--- src/rtl/vrad_pkg.sv ---
// vrad_pkg: address map, mapping-mode codes and abort causes for the vector remap decoder
// assumes a flat 32-bit byte address space seen by one processor bus master
package vrad_pkg;

  // exception vectors and the low overlay window
  localparam logic [31:0] VEC_FIRST = 32'h0000_0000;
  localparam logic [31:0] VEC_LAST = 32'h0000_001C;
  localparam logic [31:0] OVL_LAST = 32'h0000_003F;
  localparam int OVL_BITS = 6;

  // fixed memory regions
  localparam logic [31:0] FLASH_BASE = 32'h0000_0000;
  localparam logic [31:0] SRAM_BASE = 32'h4000_0000;
  localparam logic [31:0] SRAM_GAP_LAST = 32'h7FFF_CFFF;
  localparam logic [31:0] BOOT_BASE = 32'h7FFF_D000;
  localparam logic [31:0] BOOT_LAST = 32'h7FFF_FFFF;
  localparam logic [31:0] RSV_MID_FIRST = 32'h8000_0000;
  localparam logic [31:0] RSV_MID_LAST = 32'hDFFF_FFFF;

  // peripheral bus regions: 2 MB each, 128 slots of 16 kB
  localparam logic [31:0] APB_BASE = 32'hE000_0000;
  localparam logic [31:0] APB_LAST = 32'hE01F_FFFF;
  localparam logic [31:0] AHB_BASE = 32'hFFE0_0000;
  localparam logic [31:0] AHB_LAST = 32'hFFFF_FFFF;
  localparam int SLOT_LSB = 14;
  localparam int SLOT_W = 7;
  localparam int SLOT_COUNT = 128;
  localparam logic [6:0] SYSCON_SLOT = 7'h7F;

  // default population of slots, bit n set when slot n holds a peripheral
  localparam logic [127:0] APB_SLOTS_DEF =
    128'h8000_0000_0000_0000_0000_0000_0D80_2FBF;
  localparam logic [127:0] AHB_SLOTS_DEF =
    128'h8000_0000_0000_0000_0000_0000_0000_0000;

  localparam int FLASH_KB_DEF = 512;
  localparam int SRAM_KB_DEF = 32;

  // mapping modes as held in the control register
  typedef enum logic [1:0] {
    MAP_BOOT = 2'h0,
    MAP_FLASH = 2'h1,
    MAP_RAM = 2'h2
  } vrad_map_t;
  localparam vrad_map_t MAP_RESET = MAP_BOOT;

  // decoded target, one-hot
  typedef enum logic [5:0] {
    RG_NONE = 6'h01,
    RG_FLASH = 6'h02,
    RG_SRAM = 6'h04,
    RG_BOOT = 6'h08,
    RG_APB = 6'h10,
    RG_AHB = 6'h20
  } vrad_region_t;

  // why an access was refused
  typedef enum logic [2:0] {
    CS_NONE = 3'h0,
    CS_FLASH_GAP = 3'h1,
    CS_SRAM_GAP = 3'h2,
    CS_RSV_MID = 3'h3,
    CS_RSV_PERI = 3'h4,
    CS_NO_SLOT = 3'h5,
    CS_FETCH_PERI = 3'h6
  } vrad_cause_t;

endpackage : vrad_pkg

--- src/rtl/vrad_decoder.sv ---
// vrad_decoder: system address decoder with low vector overlay and bus-cycle abort flags
// assumes one request per cycle from the core bus, answered one cycle later;
// the mapping-mode write strobe comes from system control logic on the same clock
// the flash, sram and slot parameters must match the memories and peripherals fitted;
// request inputs are not synchronised, so the core must run on sys_clk as well
//
// Functional notes
// - eight vector words sit at word addresses 0x00 through 0x1C.
// - any reset selects boot-loader mapping, boot block vectors overlay address zero.
// - user-flash mapping applies no overlay; vectors come from flash bottom.
// - user-RAM mapping serves the low window from the bottom of SRAM.
// - the overlay covers 64 bytes, addresses 0x00 through 0x3F.
// - remapped memory stays reachable at its own original addresses too.
// - outside the overlay every region keeps one fixed range in all modes.
// - the whole boot block decodes at the top of on-chip memory space.
// - accesses from end of fitted flash up to below SRAM abort.
// - accesses from end of fitted SRAM up to below boot block abort.
// - the reserved middle range 0x80000000 to 0xDFFFFFFF always aborts.
// - reserved peripheral space and unpopulated peripheral slots abort.
// - illegal data access gives data abort; illegal fetch gives prefetch abort.
// - any instruction fetch from peripheral space gives a prefetch abort.
// - data access to undefined offset in a populated slot does not abort.
// - peripherals decode only needed bits; aliasing inside a slot is allowed.
// - each peripheral region is 128 slots of 16 kB chosen by upper bits.
// - APB slot 127 selects the system control block; AHB slot 127 does not.
`timescale 1ns/1ps
`default_nettype none

module vrad_decoder #(
  parameter int FLASH_KB = vrad_pkg::FLASH_KB_DEF,
  parameter int SRAM_KB = vrad_pkg::SRAM_KB_DEF,
  parameter logic [127:0] APB_SLOTS = vrad_pkg::APB_SLOTS_DEF,
  parameter logic [127:0] AHB_SLOTS = vrad_pkg::AHB_SLOTS_DEF
) (
  // clock and reset
  input wire logic sys_clk,
  input wire logic arst_n,
  // mapping-mode control from system control logic
  input wire logic map_wr_en,
  input wire logic [1:0] map_wr_mode,
  output logic [1:0] map_mode_ff,
  // request from the core bus
  input wire logic req_valid,
  input wire logic [31:0] req_addr,
  input wire logic req_fetch,
  // response, one cycle after the request
  output logic rsp_valid_ff,
  output logic rsp_fetch_ff,
  // abort report for the same response
  output logic rsp_abort_data_ff,
  output logic rsp_abort_fetch_ff,
  output logic [2:0] rsp_cause_ff,
  // where the access fell
  output logic rsp_overlay_ff,
  output logic rsp_vector_ff,
  // target selection for the same response
  output logic sel_flash_ff,
  output logic sel_sram_ff,
  output logic sel_boot_ff,
  output logic sel_apb_ff,
  output logic sel_ahb_ff,
  output logic sel_syscon_ff,
  // translated address
  output logic [6:0] sel_slot_ff,
  output logic [31:0] tgt_addr_ff
);

  // mode control state

  vrad_pkg::vrad_map_t mode_q_ff;
  vrad_pkg::vrad_map_t nxt_mode;

  // the unused code 11 is ignored, so the mode never leaves the three defined ones
  always_comb begin
    nxt_mode = mode_q_ff;
    if (map_wr_en) begin
      unique case (map_wr_mode)
        2'h0: nxt_mode = vrad_pkg::MAP_BOOT;
        2'h1: nxt_mode = vrad_pkg::MAP_FLASH;
        2'h2: nxt_mode = vrad_pkg::MAP_RAM;
        2'h3: nxt_mode = mode_q_ff;
      endcase
    end
  end

  always_ff @(posedge sys_clk or negedge arst_n) begin
    if (!arst_n) begin
      mode_q_ff <= vrad_pkg::MAP_RESET;
    end else begin
      mode_q_ff <= nxt_mode;
    end
  end

  assign map_mode_ff = mode_q_ff;

  // fixed-region classification of the raw address

  vrad_pkg::vrad_region_t raw_region;
  vrad_pkg::vrad_cause_t raw_cause;
  logic [6:0] raw_slot;

  vrad_region #(
    .FLASH_KB(FLASH_KB),
    .SRAM_KB(SRAM_KB),
    .APB_SLOTS(APB_SLOTS),
    .AHB_SLOTS(AHB_SLOTS)
  ) u_region (
    .addr(req_addr),
    .region(raw_region),
    .cause(raw_cause),
    .slot(raw_slot)
  );

  // overlay and abort decision

  // the window and the vector words are both ranges that start at address zero
  function automatic logic at_or_below(input logic [31:0] a, input logic [31:0] lim);
    at_or_below = (a <= lim);
  endfunction : at_or_below

  logic in_window;
  logic in_vectors;
  logic [31:0] win_offset;
  vrad_pkg::vrad_region_t eff_region;
  vrad_pkg::vrad_cause_t eff_cause;
  logic [31:0] eff_addr;
  logic overlay_hit;
  logic is_peri;
  logic fault;

  // the window is the low 64 bytes; only the overlay looks at it, the rest is fixed
  assign in_window = at_or_below(req_addr, vrad_pkg::OVL_LAST);
  assign in_vectors = at_or_below(req_addr, vrad_pkg::VEC_LAST);
  assign win_offset = {26'h000_0000, req_addr[vrad_pkg::OVL_BITS-1:0]};

  always_comb begin
    eff_region = raw_region;
    eff_addr = req_addr;
    overlay_hit = 1'b0;
    if (in_window) begin
      unique case (mode_q_ff)
        vrad_pkg::MAP_BOOT: begin
          eff_region = vrad_pkg::RG_BOOT;
          eff_addr = vrad_pkg::BOOT_BASE | win_offset;
          overlay_hit = 1'b1;
        end
        vrad_pkg::MAP_FLASH: begin
          eff_region = vrad_pkg::RG_FLASH;
          eff_addr = vrad_pkg::FLASH_BASE | win_offset;
        end
        vrad_pkg::MAP_RAM: begin
          eff_region = vrad_pkg::RG_SRAM;
          eff_addr = vrad_pkg::SRAM_BASE | win_offset;
          overlay_hit = 1'b1;
        end
      endcase
    end
  end

  assign is_peri = (eff_region == vrad_pkg::RG_APB) || (eff_region == vrad_pkg::RG_AHB) ||
                   (raw_cause == vrad_pkg::CS_NO_SLOT);
  assign fault = (raw_cause != vrad_pkg::CS_NONE) && !in_window;

  always_comb begin
    eff_cause = in_window ? vrad_pkg::CS_NONE : raw_cause;
    // a fetch from peripheral space is refused even from a populated slot
    if (req_fetch && is_peri && !fault) begin
      eff_cause = vrad_pkg::CS_FETCH_PERI;
    end
  end

  // abort decision shared by the response status and target select groups below

  logic refuse;

  assign refuse = req_valid && (eff_cause != vrad_pkg::CS_NONE);

  // response status registers

  logic nxt_valid;
  logic nxt_fetch;
  logic nxt_abort_data;
  logic nxt_abort_fetch;
  logic [2:0] nxt_cause;
  logic nxt_overlay;
  logic nxt_vector;

  always_comb begin
    nxt_valid = req_valid;
    nxt_fetch = 1'b0;
    nxt_abort_data = 1'b0;
    nxt_abort_fetch = 1'b0;
    nxt_cause = vrad_pkg::CS_NONE;
    nxt_overlay = 1'b0;
    nxt_vector = 1'b0;
    if (req_valid) begin
      nxt_fetch = req_fetch;
      nxt_cause = eff_cause;
      nxt_overlay = overlay_hit;
      nxt_vector = in_vectors;
    end
    if (refuse) begin
      // the core holds this flag with the word and only traps if it executes
      nxt_abort_fetch = req_fetch;
      nxt_abort_data = !req_fetch;
    end
  end

  always_ff @(posedge sys_clk or negedge arst_n) begin
    if (!arst_n) begin
      rsp_valid_ff <= 1'b0;
      rsp_fetch_ff <= 1'b0;
      rsp_abort_data_ff <= 1'b0;
      rsp_abort_fetch_ff <= 1'b0;
      rsp_cause_ff <= vrad_pkg::CS_NONE;
      rsp_overlay_ff <= 1'b0;
      rsp_vector_ff <= 1'b0;
    end else begin
      rsp_valid_ff <= nxt_valid;
      rsp_fetch_ff <= nxt_fetch;
      rsp_abort_data_ff <= nxt_abort_data;
      rsp_abort_fetch_ff <= nxt_abort_fetch;
      rsp_cause_ff <= nxt_cause;
      rsp_overlay_ff <= nxt_overlay;
      rsp_vector_ff <= nxt_vector;
    end
  end

  // target select registers

  // one-hot region codes double as select vectors, so each select is one code bit
  localparam int SEL_FLASH = $clog2(vrad_pkg::RG_FLASH);
  localparam int SEL_SRAM = $clog2(vrad_pkg::RG_SRAM);
  localparam int SEL_BOOT = $clog2(vrad_pkg::RG_BOOT);
  localparam int SEL_APB = $clog2(vrad_pkg::RG_APB);
  localparam int SEL_AHB = $clog2(vrad_pkg::RG_AHB);

  logic [5:0] nxt_sel;
  logic nxt_syscon;
  logic [5:0] sel_q_ff;
  logic syscon_q_ff;

  always_comb begin
    nxt_sel = 6'h00;
    nxt_syscon = 1'b0;
    if (req_valid && !refuse) begin
      nxt_sel = eff_region;
      nxt_syscon = (eff_region == vrad_pkg::RG_APB) &&
                   (raw_slot == vrad_pkg::SYSCON_SLOT);
    end
  end

  always_ff @(posedge sys_clk or negedge arst_n) begin
    if (!arst_n) begin
      sel_q_ff <= 6'h00;
      syscon_q_ff <= 1'b0;
    end else begin
      sel_q_ff <= nxt_sel;
      syscon_q_ff <= nxt_syscon;
    end
  end

  // selects are single bits of the one-hot region flop, so they stay flop outputs
  assign sel_flash_ff = sel_q_ff[SEL_FLASH];
  assign sel_sram_ff = sel_q_ff[SEL_SRAM];
  assign sel_boot_ff = sel_q_ff[SEL_BOOT];
  assign sel_apb_ff = sel_q_ff[SEL_APB];
  assign sel_ahb_ff = sel_q_ff[SEL_AHB];
  assign sel_syscon_ff = syscon_q_ff;

  // target address registers

  // the slot follows the raw address everywhere; it only means something on a peripheral hit
  logic [6:0] nxt_slot;
  logic [31:0] nxt_tgt;

  always_comb begin
    nxt_slot = 7'h00;
    nxt_tgt = 32'h0000_0000;
    if (req_valid) begin
      nxt_slot = raw_slot;
      nxt_tgt = eff_addr;
    end
  end

  always_ff @(posedge sys_clk or negedge arst_n) begin
    if (!arst_n) begin
      sel_slot_ff <= 7'h00;
      tgt_addr_ff <= 32'h0000_0000;
    end else begin
      sel_slot_ff <= nxt_slot;
      tgt_addr_ff <= nxt_tgt;
    end
  end

endmodule : vrad_decoder

`default_nettype wire

--- src/rtl/vrad_region.sv ---
// vrad_region: combinational classification of a raw bus address into its fixed region
// assumes the caller applies the low vector overlay and registers the result
`timescale 1ns/1ps
`default_nettype none

module vrad_region #(
  parameter int FLASH_KB = vrad_pkg::FLASH_KB_DEF,
  parameter int SRAM_KB = vrad_pkg::SRAM_KB_DEF,
  parameter logic [127:0] APB_SLOTS = vrad_pkg::APB_SLOTS_DEF,
  parameter logic [127:0] AHB_SLOTS = vrad_pkg::AHB_SLOTS_DEF
) (
  // address under test
  input wire logic [31:0] addr,
  // classification
  output vrad_pkg::vrad_region_t region,
  output vrad_pkg::vrad_cause_t cause,
  output logic [6:0] slot
);

  localparam logic [31:0] FLASH_END = 32'(FLASH_KB * 1024);
  localparam logic [31:0] SRAM_END = vrad_pkg::SRAM_BASE + 32'(SRAM_KB * 1024);

  function automatic logic in_range(input logic [31:0] a, input logic [31:0] lo,
                                    input logic [31:0] hi);
    in_range = (a >= lo) && (a <= hi);
  endfunction : in_range

  logic in_apb;
  logic in_ahb;
  logic present;

  assign slot = addr[vrad_pkg::SLOT_LSB +: vrad_pkg::SLOT_W];
  assign in_apb = in_range(addr, vrad_pkg::APB_BASE, vrad_pkg::APB_LAST);
  assign in_ahb = in_range(addr, vrad_pkg::AHB_BASE, vrad_pkg::AHB_LAST);
  // peripherals decode only what they need inside a slot, so any offset there is fine
  assign present = in_apb ? APB_SLOTS[slot] : AHB_SLOTS[slot];

  always_comb begin
    region = vrad_pkg::RG_NONE;
    cause = vrad_pkg::CS_NONE;
    if (addr < FLASH_END) begin
      region = vrad_pkg::RG_FLASH;
    end else if (addr < vrad_pkg::SRAM_BASE) begin
      cause = vrad_pkg::CS_FLASH_GAP;
    end else if (addr < SRAM_END) begin
      region = vrad_pkg::RG_SRAM;
    end else if (in_range(addr, SRAM_END, vrad_pkg::SRAM_GAP_LAST)) begin
      cause = vrad_pkg::CS_SRAM_GAP;
    end else if (in_range(addr, vrad_pkg::BOOT_BASE, vrad_pkg::BOOT_LAST)) begin
      region = vrad_pkg::RG_BOOT;
    end else if (in_range(addr, vrad_pkg::RSV_MID_FIRST, vrad_pkg::RSV_MID_LAST)) begin
      cause = vrad_pkg::CS_RSV_MID;
    end else if (in_apb || in_ahb) begin
      if (present) begin
        region = in_apb ? vrad_pkg::RG_APB : vrad_pkg::RG_AHB;
      end else begin
        cause = vrad_pkg::CS_NO_SLOT;
      end
    end else begin
      cause = vrad_pkg::CS_RSV_PERI;
    end
  end

endmodule : vrad_region

`default_nettype wire

--- config.mk ---
export PLATFORM = sky130hd
export DESIGN_NAME = vrad_decoder
export DESIGN_NICKNAME = d
export VERILOG_FILES = /design/src/rtl/vrad_pkg.sv /design/src/rtl/vrad_decoder.sv /design/src/rtl/vrad_region.sv
export SDC_FILE = /design/constraint.sdc
export NUM_CORES = 1
export LEC_CHECK = 0
export ABC_AREA = 0
export BUFFER_PORTS_ARGS = -buffer_cell sky130_fd_sc_hd__buf_2
export CAP_MARGIN = 5
export CORE_ASPECT_RATIO = 1.5
export CORE_MARGIN = 2
export CORE_UTILIZATION = 25
export CTS_CLUSTER_DIAMETER = 200
export DETAILED_ROUTE_END_ITERATION = 7
export HOLD_SLACK_MARGIN = 0.05
export SLEW_MARGIN = 20
export SYNTH_ARGS = -nofsm -noshare
export SYNTH_HDL_FRONTEND = slang
export SYNTH_HIERARCHICAL = 1
export SYNTH_SLANG_ARGS = --single-unit
--- constraint.sdc ---
create_clock -name sys_clk -period 1.95 [get_ports sys_clk]
set_input_delay 0.195 -clock sys_clk [delete_from_list [all_inputs] [get_ports sys_clk]]
set_output_delay 0.195 -clock sys_clk [all_outputs]
set_load 0.005 [all_outputs]
==> Yosys cells after proc, flatten, opt, wreduce, memory -nomap -nowiden <==
Memories as Yosys holds them, arrays and structs flattened.
Cells that the tools add are included.
{ "word_totals": {"ff_bits": 57, "latch_bits": 0, "mem_bits_rw": 0, "romBits": 256, "in_bits": 39, "word_cells": 103, "memories": 2} }
{ "memory_table": {"columns": ["memory", "words", "width", "rd", "rd_clocked_by_memory_dff", "wr", "line", "text"], "rows": [
  ["(name not given)", 128, 1, 1, 0, 0, "vrad_region.sv:36", "assign present = in_apb ? APB_SLOTS[slot] : AHB_SLOTS[slot];"],
  ["(name not given)", 128, 1, 1, 0, 0, "vrad_region.sv:36", null]
]} }
{ "op_classes": {"addsub": 0, "mul": 0, "div": 0, "order_cmp": 16, "n_eq_ne": 9, "shifts": 0, "n_mux": 39, "n_bitwise": 1, "reduce_logical": 24} }
{ "ops": {"columns": ["cell", "count"], "rows": [
  ["32-bit >= comparator, second input constant", 3],
  ["32-bit <= comparator, second input constant", 3],
  ["32-bit case mux with 3 select lines", 1],
  ["6-bit 2-to-1 mux", 11],
  ["32-bit by 31-bit >= comparator with 1-bit output, second input constant", 2],
  ["32-bit by 31-bit <= comparator with 1-bit output, second input constant", 2],
  ["32-bit by 31-bit less-than comparator with 1-bit output, second input constant", 2],
  ["32-bit 2-to-1 mux", 2],
  ["3-bit 2-to-1 mux", 11],
  ["32-bit by 5-bit <= comparator with 1-bit output, second input constant", 1],
  ["32-bit by 6-bit <= comparator with 1-bit output, second input constant", 1],
  ["32-bit by 20-bit less-than comparator with 1-bit output, second input constant", 1],
  ["6-bit case mux with 3 select lines", 1],
  ["1-bit logical AND", 11],
  ["1-bit 2-to-1 mux", 11],
  ["7-bit by 8-bit less-than comparator with 1-bit output, second input constant", 1],
  ["7-bit == test, second input constant", 1],
  ["7-bit 2-to-1 mux", 1],
  ["2-bit == test, second input constant", 3],
  ["6-bit by 5-bit == test with 1-bit output, second input constant", 1],
  ["6-bit == test, second input constant", 1],
  ["2-bit case mux with 3 select lines", 1],
  ["3-bit nonzero test", 2],
  ["2-bit by 1-bit == test with 1-bit output, second input constant", 2],
  ["other kinds (7)", 13]
]} }

==> Depth between registers and ports, before layout <==
{ "logic_depth": {"depth_word": 23, "ltp_mapped": 9} }

==> By module <==
The synthesis kept the hierarchy.
{ "by_module_without_submodules": {"columns": ["mod", "instances", "cells_each", "area_per_inst_um2"], "rows": [
  ["vrad_decoder", 1, 171, 2212.1],
  ["vrad_region", 1, 48, 322.8]
]} }

==> Worst setup path before layout <==
No wires, ideal clock.
{ "synth_timing": {"path_type": "input port to flip-flop", "startpoint": "input port req_addr[28]", "endpoint": "register syscon_q_ff (netlist: sel_syscon_ff)", "setup_ps": 139, "arrival_time_ps": 2459, "required_time_ps": 1811, "slack_ps": -648, "stages": 8, "path_buffers": 0, "path_cell_list": "or4_1 > nor4b_4 > nand2_2 > a31oi_2 > o32ai_1 > or4_1 > o311ai_0 > nor3_1"} }
{ "synth_via": {"elab_chain_len": 23, "elab_cells_between_ends": 58, "classes_between": "14 x order compare; 3 x eq/ne; 22 x mux; 19 x reduce/logical"} }
{ "synth_rtl": {"columns": ["element", "line", "text"], "rows": [
  ["start: declaration", "vrad_decoder.sv:44", "input wire logic [31:0] req_addr,"],
  ["32-bit >= comparator / 32-bit <= comparator (equally long branches)", "vrad_region.sv:25", "in_range = (a >= lo) && (a <= hi);"],
  ["1-bit logical AND", "vrad_region.sv:25", null],
  ["1-bit 2-to-1 mux", "vrad_region.sv:36", null],
  ["6-bit 2-to-1 mux", "vrad_region.sv:54", "if (present) begin"],
  ["6-bit 2-to-1 mux", "vrad_region.sv:53", "end else if (in_apb || in_ahb) begin"],
  ["6-bit 2-to-1 mux", "vrad_region.sv:51", "end else if (in_range(addr, vrad_pkg::RSV_MID_FIRST, vrad_pkg::RSV_MID_LAST)) begin"],
  ["6-bit 2-to-1 mux", "vrad_region.sv:49", "end else if (in_range(addr, vrad_pkg::BOOT_BASE, vrad_pkg::BOOT_LAST)) begin"],
  ["6-bit 2-to-1 mux", "vrad_region.sv:47", "end else if (in_range(addr, SRAM_END, vrad_pkg::SRAM_GAP_LAST)) begin"],
  ["[... 3 more ...]", null, null],
  ["net raw_region[0]", "vrad_decoder.sv:98", "vrad_pkg::vrad_region_t raw_region;"],
  ["[... 4 more ...]", null, null],
  ["1-bit logical AND (2 in a row)", "vrad_decoder.sv:167", "if (req_fetch && is_peri && !fault) begin"],
  ["3-bit 2-to-1 mux", "vrad_decoder.sv:167", null],
  ["3-bit nonzero test", "vrad_decoder.sv:176", "assign refuse = req_valid && (eff_cause != vrad_pkg::CS_NONE);"],
  ["1-bit logical AND", "vrad_decoder.sv:176", null],
  ["1-bit zero test", "vrad_decoder.sv:246", "if (req_valid && !refuse) begin"],
  ["1-bit logical AND", "vrad_decoder.sv:246", null],
  ["1-bit 2-to-1 mux *", "vrad_decoder.sv:246", null],
  ["net nxt_syscon", "vrad_decoder.sv:239", "logic nxt_syscon;"],
  ["end signal: assignment", "vrad_decoder.sv:259", "syscon_q_ff <= nxt_syscon;"],
  ["end: declaration", "vrad_decoder.sv:241", "logic syscon_q_ff;"]
]} }
Mark *: on every way through the listed nets, which the timed path passes. The rest lies on a longest branch.
A chain may end at the register's enable or synchronous reset.

==> Worst setup path after layout <==
{ "layout_timing": {"startpoint": "input port req_addr[24]", "endpoint": "register rsp_abort_fetch_ff"} }
{ "layout_via": {"elab_chain_len": 21, "elab_cells_between_ends": 55, "classes_between": "14 x order compare; 3 x eq/ne; 22 x mux; 16 x reduce/logical"} }
{ "layout_rtl": {"columns": ["element", "line", "text"], "rows": [
  ["32-bit >= comparator / 32-bit <= comparator (equally long branches)", "vrad_region.sv:25", null],
  ["1-bit logical AND", "vrad_region.sv:25", null],
  ["1-bit 2-to-1 mux", "vrad_region.sv:36", null],
  ["6-bit 2-to-1 mux", "vrad_region.sv:54", null],
  ["6-bit 2-to-1 mux", "vrad_region.sv:53", null],
  ["6-bit 2-to-1 mux", "vrad_region.sv:51", null],
  ["6-bit 2-to-1 mux", "vrad_region.sv:49", null],
  ["6-bit 2-to-1 mux", "vrad_region.sv:47", null],
  ["[... 3 more ...]", null, null],
  ["net raw_region[2]", "vrad_decoder.sv:98", null],
  ["[... 1 more ...]", null, null],
  ["6-bit by 5-bit == test with 1-bit output / 6-bit == test (equally long branches)", "vrad_decoder.sv:160", "assign is_peri = (eff_region == vrad_pkg::RG_APB) || (eff_region == vrad_pkg::RG_AHB) ||"],
  ["1-bit logical OR * (2 in a row)", "vrad_decoder.sv:160", null],
  ["1-bit logical AND * (2 in a row)", "vrad_decoder.sv:167", null],
  ["3-bit 2-to-1 mux *", "vrad_decoder.sv:167", null],
  ["3-bit nonzero test *", "vrad_decoder.sv:176", null],
  ["1-bit logical AND *", "vrad_decoder.sv:176", null],
  ["1-bit 2-to-1 mux *", "vrad_decoder.sv:202", "if (refuse) begin"],
  ["net nxt_abort_fetch", "vrad_decoder.sv:183", "logic nxt_abort_fetch;"],
  ["end signal: assignment", "vrad_decoder.sv:222", "rsp_abort_fetch_ff <= nxt_abort_fetch;"],
  ["end: declaration", "vrad_decoder.sv:51", "output logic rsp_abort_fetch_ff,"]
]} }
Marks and branches as above.

==> out/results.env <==
WORST-PATH-STAGES=10
SEQUENTIAL_CELL_AREA_MM2=0.00140
SYN-INSTANCE-COUNT=219
GRT_MAX_DEGREE=29
SEQ_AREA_FRAC_SYNTH_PCT=55.3
CRIT_CHAIN='buf_6 -> or4_4 -> nor4b_4 -> nand2_2 -> buf_4 -> nor3b_4 -> or4_4 -> nor2_4 -> o32a_4 -> o221a_2'
NETLIST_TOP_CELLS_COUNT='sky130_fd_sc_hd__dfrtp_1 (56), sky130_fd_sc_hd__nor2_1 (19), sky130_fd_sc_hd__o21a_1 (17)'
STATIC-LEAKAGE-POWER_nW=1.95
DESIGN.PORTCOUNT=95
POSTSYNTHNETCOUNT=263
NUMCTSBUFFERS=5
DETAILEDROUTE.FIRSTITERATIONVIOLATIONS=82
NUMCLOCKSINKS=56
GRT_USE_TOTAL_PCT=13.4
MAX_INCR_DELAY_ON_CP_NS=0.55
AREAGROWTHSYNTHTOFINISH_PCT=49.0
SYNTH-SEQ-CELLS=56
TRITONCTS='yes'
CLK_LATENCY_NS=0.29
CRITPATHMAXFANOUT=4
CRITICAL_PATH.N_BUFFERS_INVERTERS=2
DESIGN.FINAL.NETS=409
WORST_PIN_SLEW_NS=0.409
DIE_W_UM=86.2
NUM_ANTENNA_CELLS=0
TIMING.MAX_SLEW.REL_SLACK_PCT=72.7
YS.FLOP_TYPE='sky130_fd_sc_hd__dfrtp_1'
BUFFERS_FROM_CLOCK_ROOT_TO_SINK_AT_MOST=2
CLOCKROOTBUFFER='sky130_fd_sc_hd__clkbuf_16'
WORSTHOLDPATHCELLS=2
SYNTH_MOST_COMMON_CELL='sky130_fd_sc_hd__dfrtp_1'
CRIT_SLOWEST_CELL='sky130_fd_sc_hd__or4_4'
HOLDWS_NS=0.0940
DIE_AREA_MM2=0.0110
R2R_CELLS=6
POST_SYNTHESIS_MEAN_INSTANCE_AREA_UM2=11.6
NFILLCELLS=999
YS_WARN_COUNT=6
SYNTH-ASYNC-RESET-RATIO_PCT=100
NETLIST-CELL-TYPE-COUNT=49
VIAS=2230
YS_TOP_CELLS_BY_AREA='sky130_fd_sc_hd__dfrtp_1 (55%), sky130_fd_sc_hd__o21a_1 (5.0%), sky130_fd_sc_hd__and2_1 (3.2%)'
WORST_SETUP_PATH_START_KIND='input port'
MULTIINPUTGATEAREA_MM2=0.00109
GP_CONGESTION=0.817
VIA_PER_INST=4.62
FLOORPLAN.DIE.HEIGHT_UM=127
SETUP.WORST_PATH.CLASS='input port to register'
MOST_PREVALENT_STANDARD_CELL_ON_THE_CRITICAL_PATH='sky130_fd_sc_hd__or4_4'
SKEW_NS=0.00313
WORSTPATHARRIVAL_NS=2.47
MAX_FREQ_MHz=437
ROUTED_WIRE_LENGTH_PER_INSTANCE_UM=15.3
NUM_ROWS=45
DETAIL-ROUTE-ANTENNA-NETS=0
DP_HPWL_UM=5700
FRACTION_OF_THE_CYCLE_THE_FINAL_WORST_PATH_NEEDS_PCT=117
YOSYS.AREA.TOP_TYPE_SHARE_PCT=55.3
SYNTH_TOP_CELL_BY_AREA='sky130_fd_sc_hd__dfrtp_1'
GRT_SETUP_UNREPAIRED='true'
MAXCAPVIOLCOUNT=0
HOLD_PATH.CLASS='input port to register'
DATA_REQUIRED_TIME_OF_THE_WORST_PATH_NS=2.13
VIA_COUNT_OF_THE_FIRST_GLOBAL_ROUTING_PASS=2312
CTS.CLK_SLEW.WORST_PATHS_NS=0.07
DRT_PRE_ANTENNA_ITERS=4
POWER.TOTAL_mW=2.51
HOLD_VIOL=0
INITIAL_UTILIZATION_PCT=25.3
WIRE_LENGTH_OF_THE_FIRST_GLOBAL_ROUTING_PASS_UM=11300
TIMING.FINAL.SETUP_VIOLATIONS=10
HTREE_NUM_LEVELS=2
GLOBALROUTEOVERFLOWTOTAL=0
DETAIL_ROUTE.WIRELENGTH_UM=7410
DRIVE_GT1_SHARE_PCT=51.1
CORE_AREA_MM2=0.0100
FINAL_PERIOD_MINUS_WORST_SETUP_SLACK_NS=2.29
POSTLAYOUTSETUPSLACKWORST_NS=-0.338
ANTENNA_FOUND_INITIAL=0
POWER.DENSITY_mW_PER_MM2=664
WORST_IR_DROP_VDD_mV=0.364
CRIT_PATH_END_KIND='register'
STATUS='finished with violations'
DRV_SLEW=0
SYN_AREA_MM2=0.00253
PORT_BUFFERS=94
CRIT_FAMILY='simple AND/OR/NAND/NOR gates'
DRC=0
SYNTH-EDFF-COUNT=0
FAILED_CHECKS='negative setup slack'
[metrics by stage]
stage | instances | TNS [ns] | setup WS (ns) | utilization, % | cell area, um^2
global route | 483 | -2.93 | -0.393 | 37.7 | 3780
floorplan | 219 | -2.55 | -0.370 | - | 2560
CTS | 479 | -1.95 | -0.258 | 37.0 | 3700
global placement | 467 | -4.70 | -0.556 | 34.6 | 3470
finish | 483 | -2.14 | -0.338 | 37.7 | 3780
detailed placement | 467 | -5.47 | -0.629 | 34.6 | 3470
[routing by layer]
layer / share of wire (%) / global-route usage (%) / wire length (um) / up-vias
met5: 0 / 0 / 0 / -
met1: 38 / 14.7 / 2800 / 1085
met2: 56 / 24.5 / 4170 / 69
met3: 4.2 / 2.58 / 309 / 10
li1: - / - / - / 1066
met4: 1.8 / 5.88 / 132 / 0
[sequential cells by signal, summed over array words and instances (netlist names)]
signal	cells
rsp_cause_ff	3
map_mode_ff	2
rsp_vector_ff	1
rsp_overlay_ff	1
sel_syscon_ff	1
rsp_valid_ff	1
tgt_addr_ff	32
rsp_abort_data_ff	1
sel_slot_ff	7
rsp_fetch_ff	1
rsp_abort_fetch_ff	1
sel_q_ff	5
[timing repair]
item / 4_1_cts / 5_1_grt
endpoints found under the setup margin: 10 / 10
pin swaps: 3 / 5
gates resized for setup: 9 / 7
hold buffers: 1 / 0
buffers inserted: 3 / 4
endpoints found under the hold margin: 17 / 0
[kinds of logic after synthesis]
| family | Yosys count | synth area share (%) |
|---|---|---|
| XOR/XNOR | 1 | 0.346 |
| AND/OR/NAND/NOR | 92 | 22.3 |
| multiplexers | 4 | 1.58 |
| adder cells (fa/ha/maj) | 5 | 2.47 |
| AO/OA/AOI/OAI | 37 | 12.2 |
| flip-flops | 56 | 55.3 |
| buffers and inverters | 24 | 5.82 |
[layout make-up]
type,count,share of cell area [%]
clock inverter,3,0.596
clock buffer,5,3.31
tap,117,3.88
inverter,8,0.795
timing repair buffer,155,25.6
multi-input combinational,139,28.8
sequential,56,37.1
[power by group]
| part | total [mW] | switching, mW | leakage (nW) | internal, mW |
|---|---|---|---|---|
| clock network | 0.898 | 0.416 | 0.0742 | 0.481 |
| registers | 1.23 | 0.0188 | 0.728 | 1.21 |
| logic | 0.380 | 0.192 | 1.15 | 0.187 |
[placed cells by master (no fill, tap or decap), drive strengths merged, types with 2 or more instances in the layout]
master	n
clkbuf	5
or4	3
nand2	6
nor4	8
nor4b	2
o311ai	2
dfrtp	56
and3	11
and2	13
nand3	8
nand4	4
nor2	19
nor3	4
mux2i	4
nor3b	2
buf	154
and3b	2
a32oi	2
nand2b	2
clkinv	2
nor2b	4
ha	5
inv	9
o21a	17
a31oi	5
[path summary, 6_finish.rpt]
path	from	end	slack, ns
worst min-delay path	req_addr[5]	rsp_vector_ff$_DFF_PN0_	0.09
worst min register to register	map_mode_ff[0]$_DFFE_PN0P_	map_mode_ff[0]$_DFFE_PN0P_	0.59
worst max register to register	map_mode_ff[0]$_DFFE_PN0P_	tgt_addr_ff[14]$_DFF_PN0_	0.35
max in group asynchronous	arst_n	tgt_addr_ff[20]$_DFF_PN0_	0.97
worst max-delay path	req_addr[24]	rsp_abort_fetch_ff$_DFF_PN0_	-0.34
min in group asynchronous	arst_n	tgt_addr_ff[1]$_DFF_PN0_	0.35
Note: power is estimated with default switching activity, not from simulation.
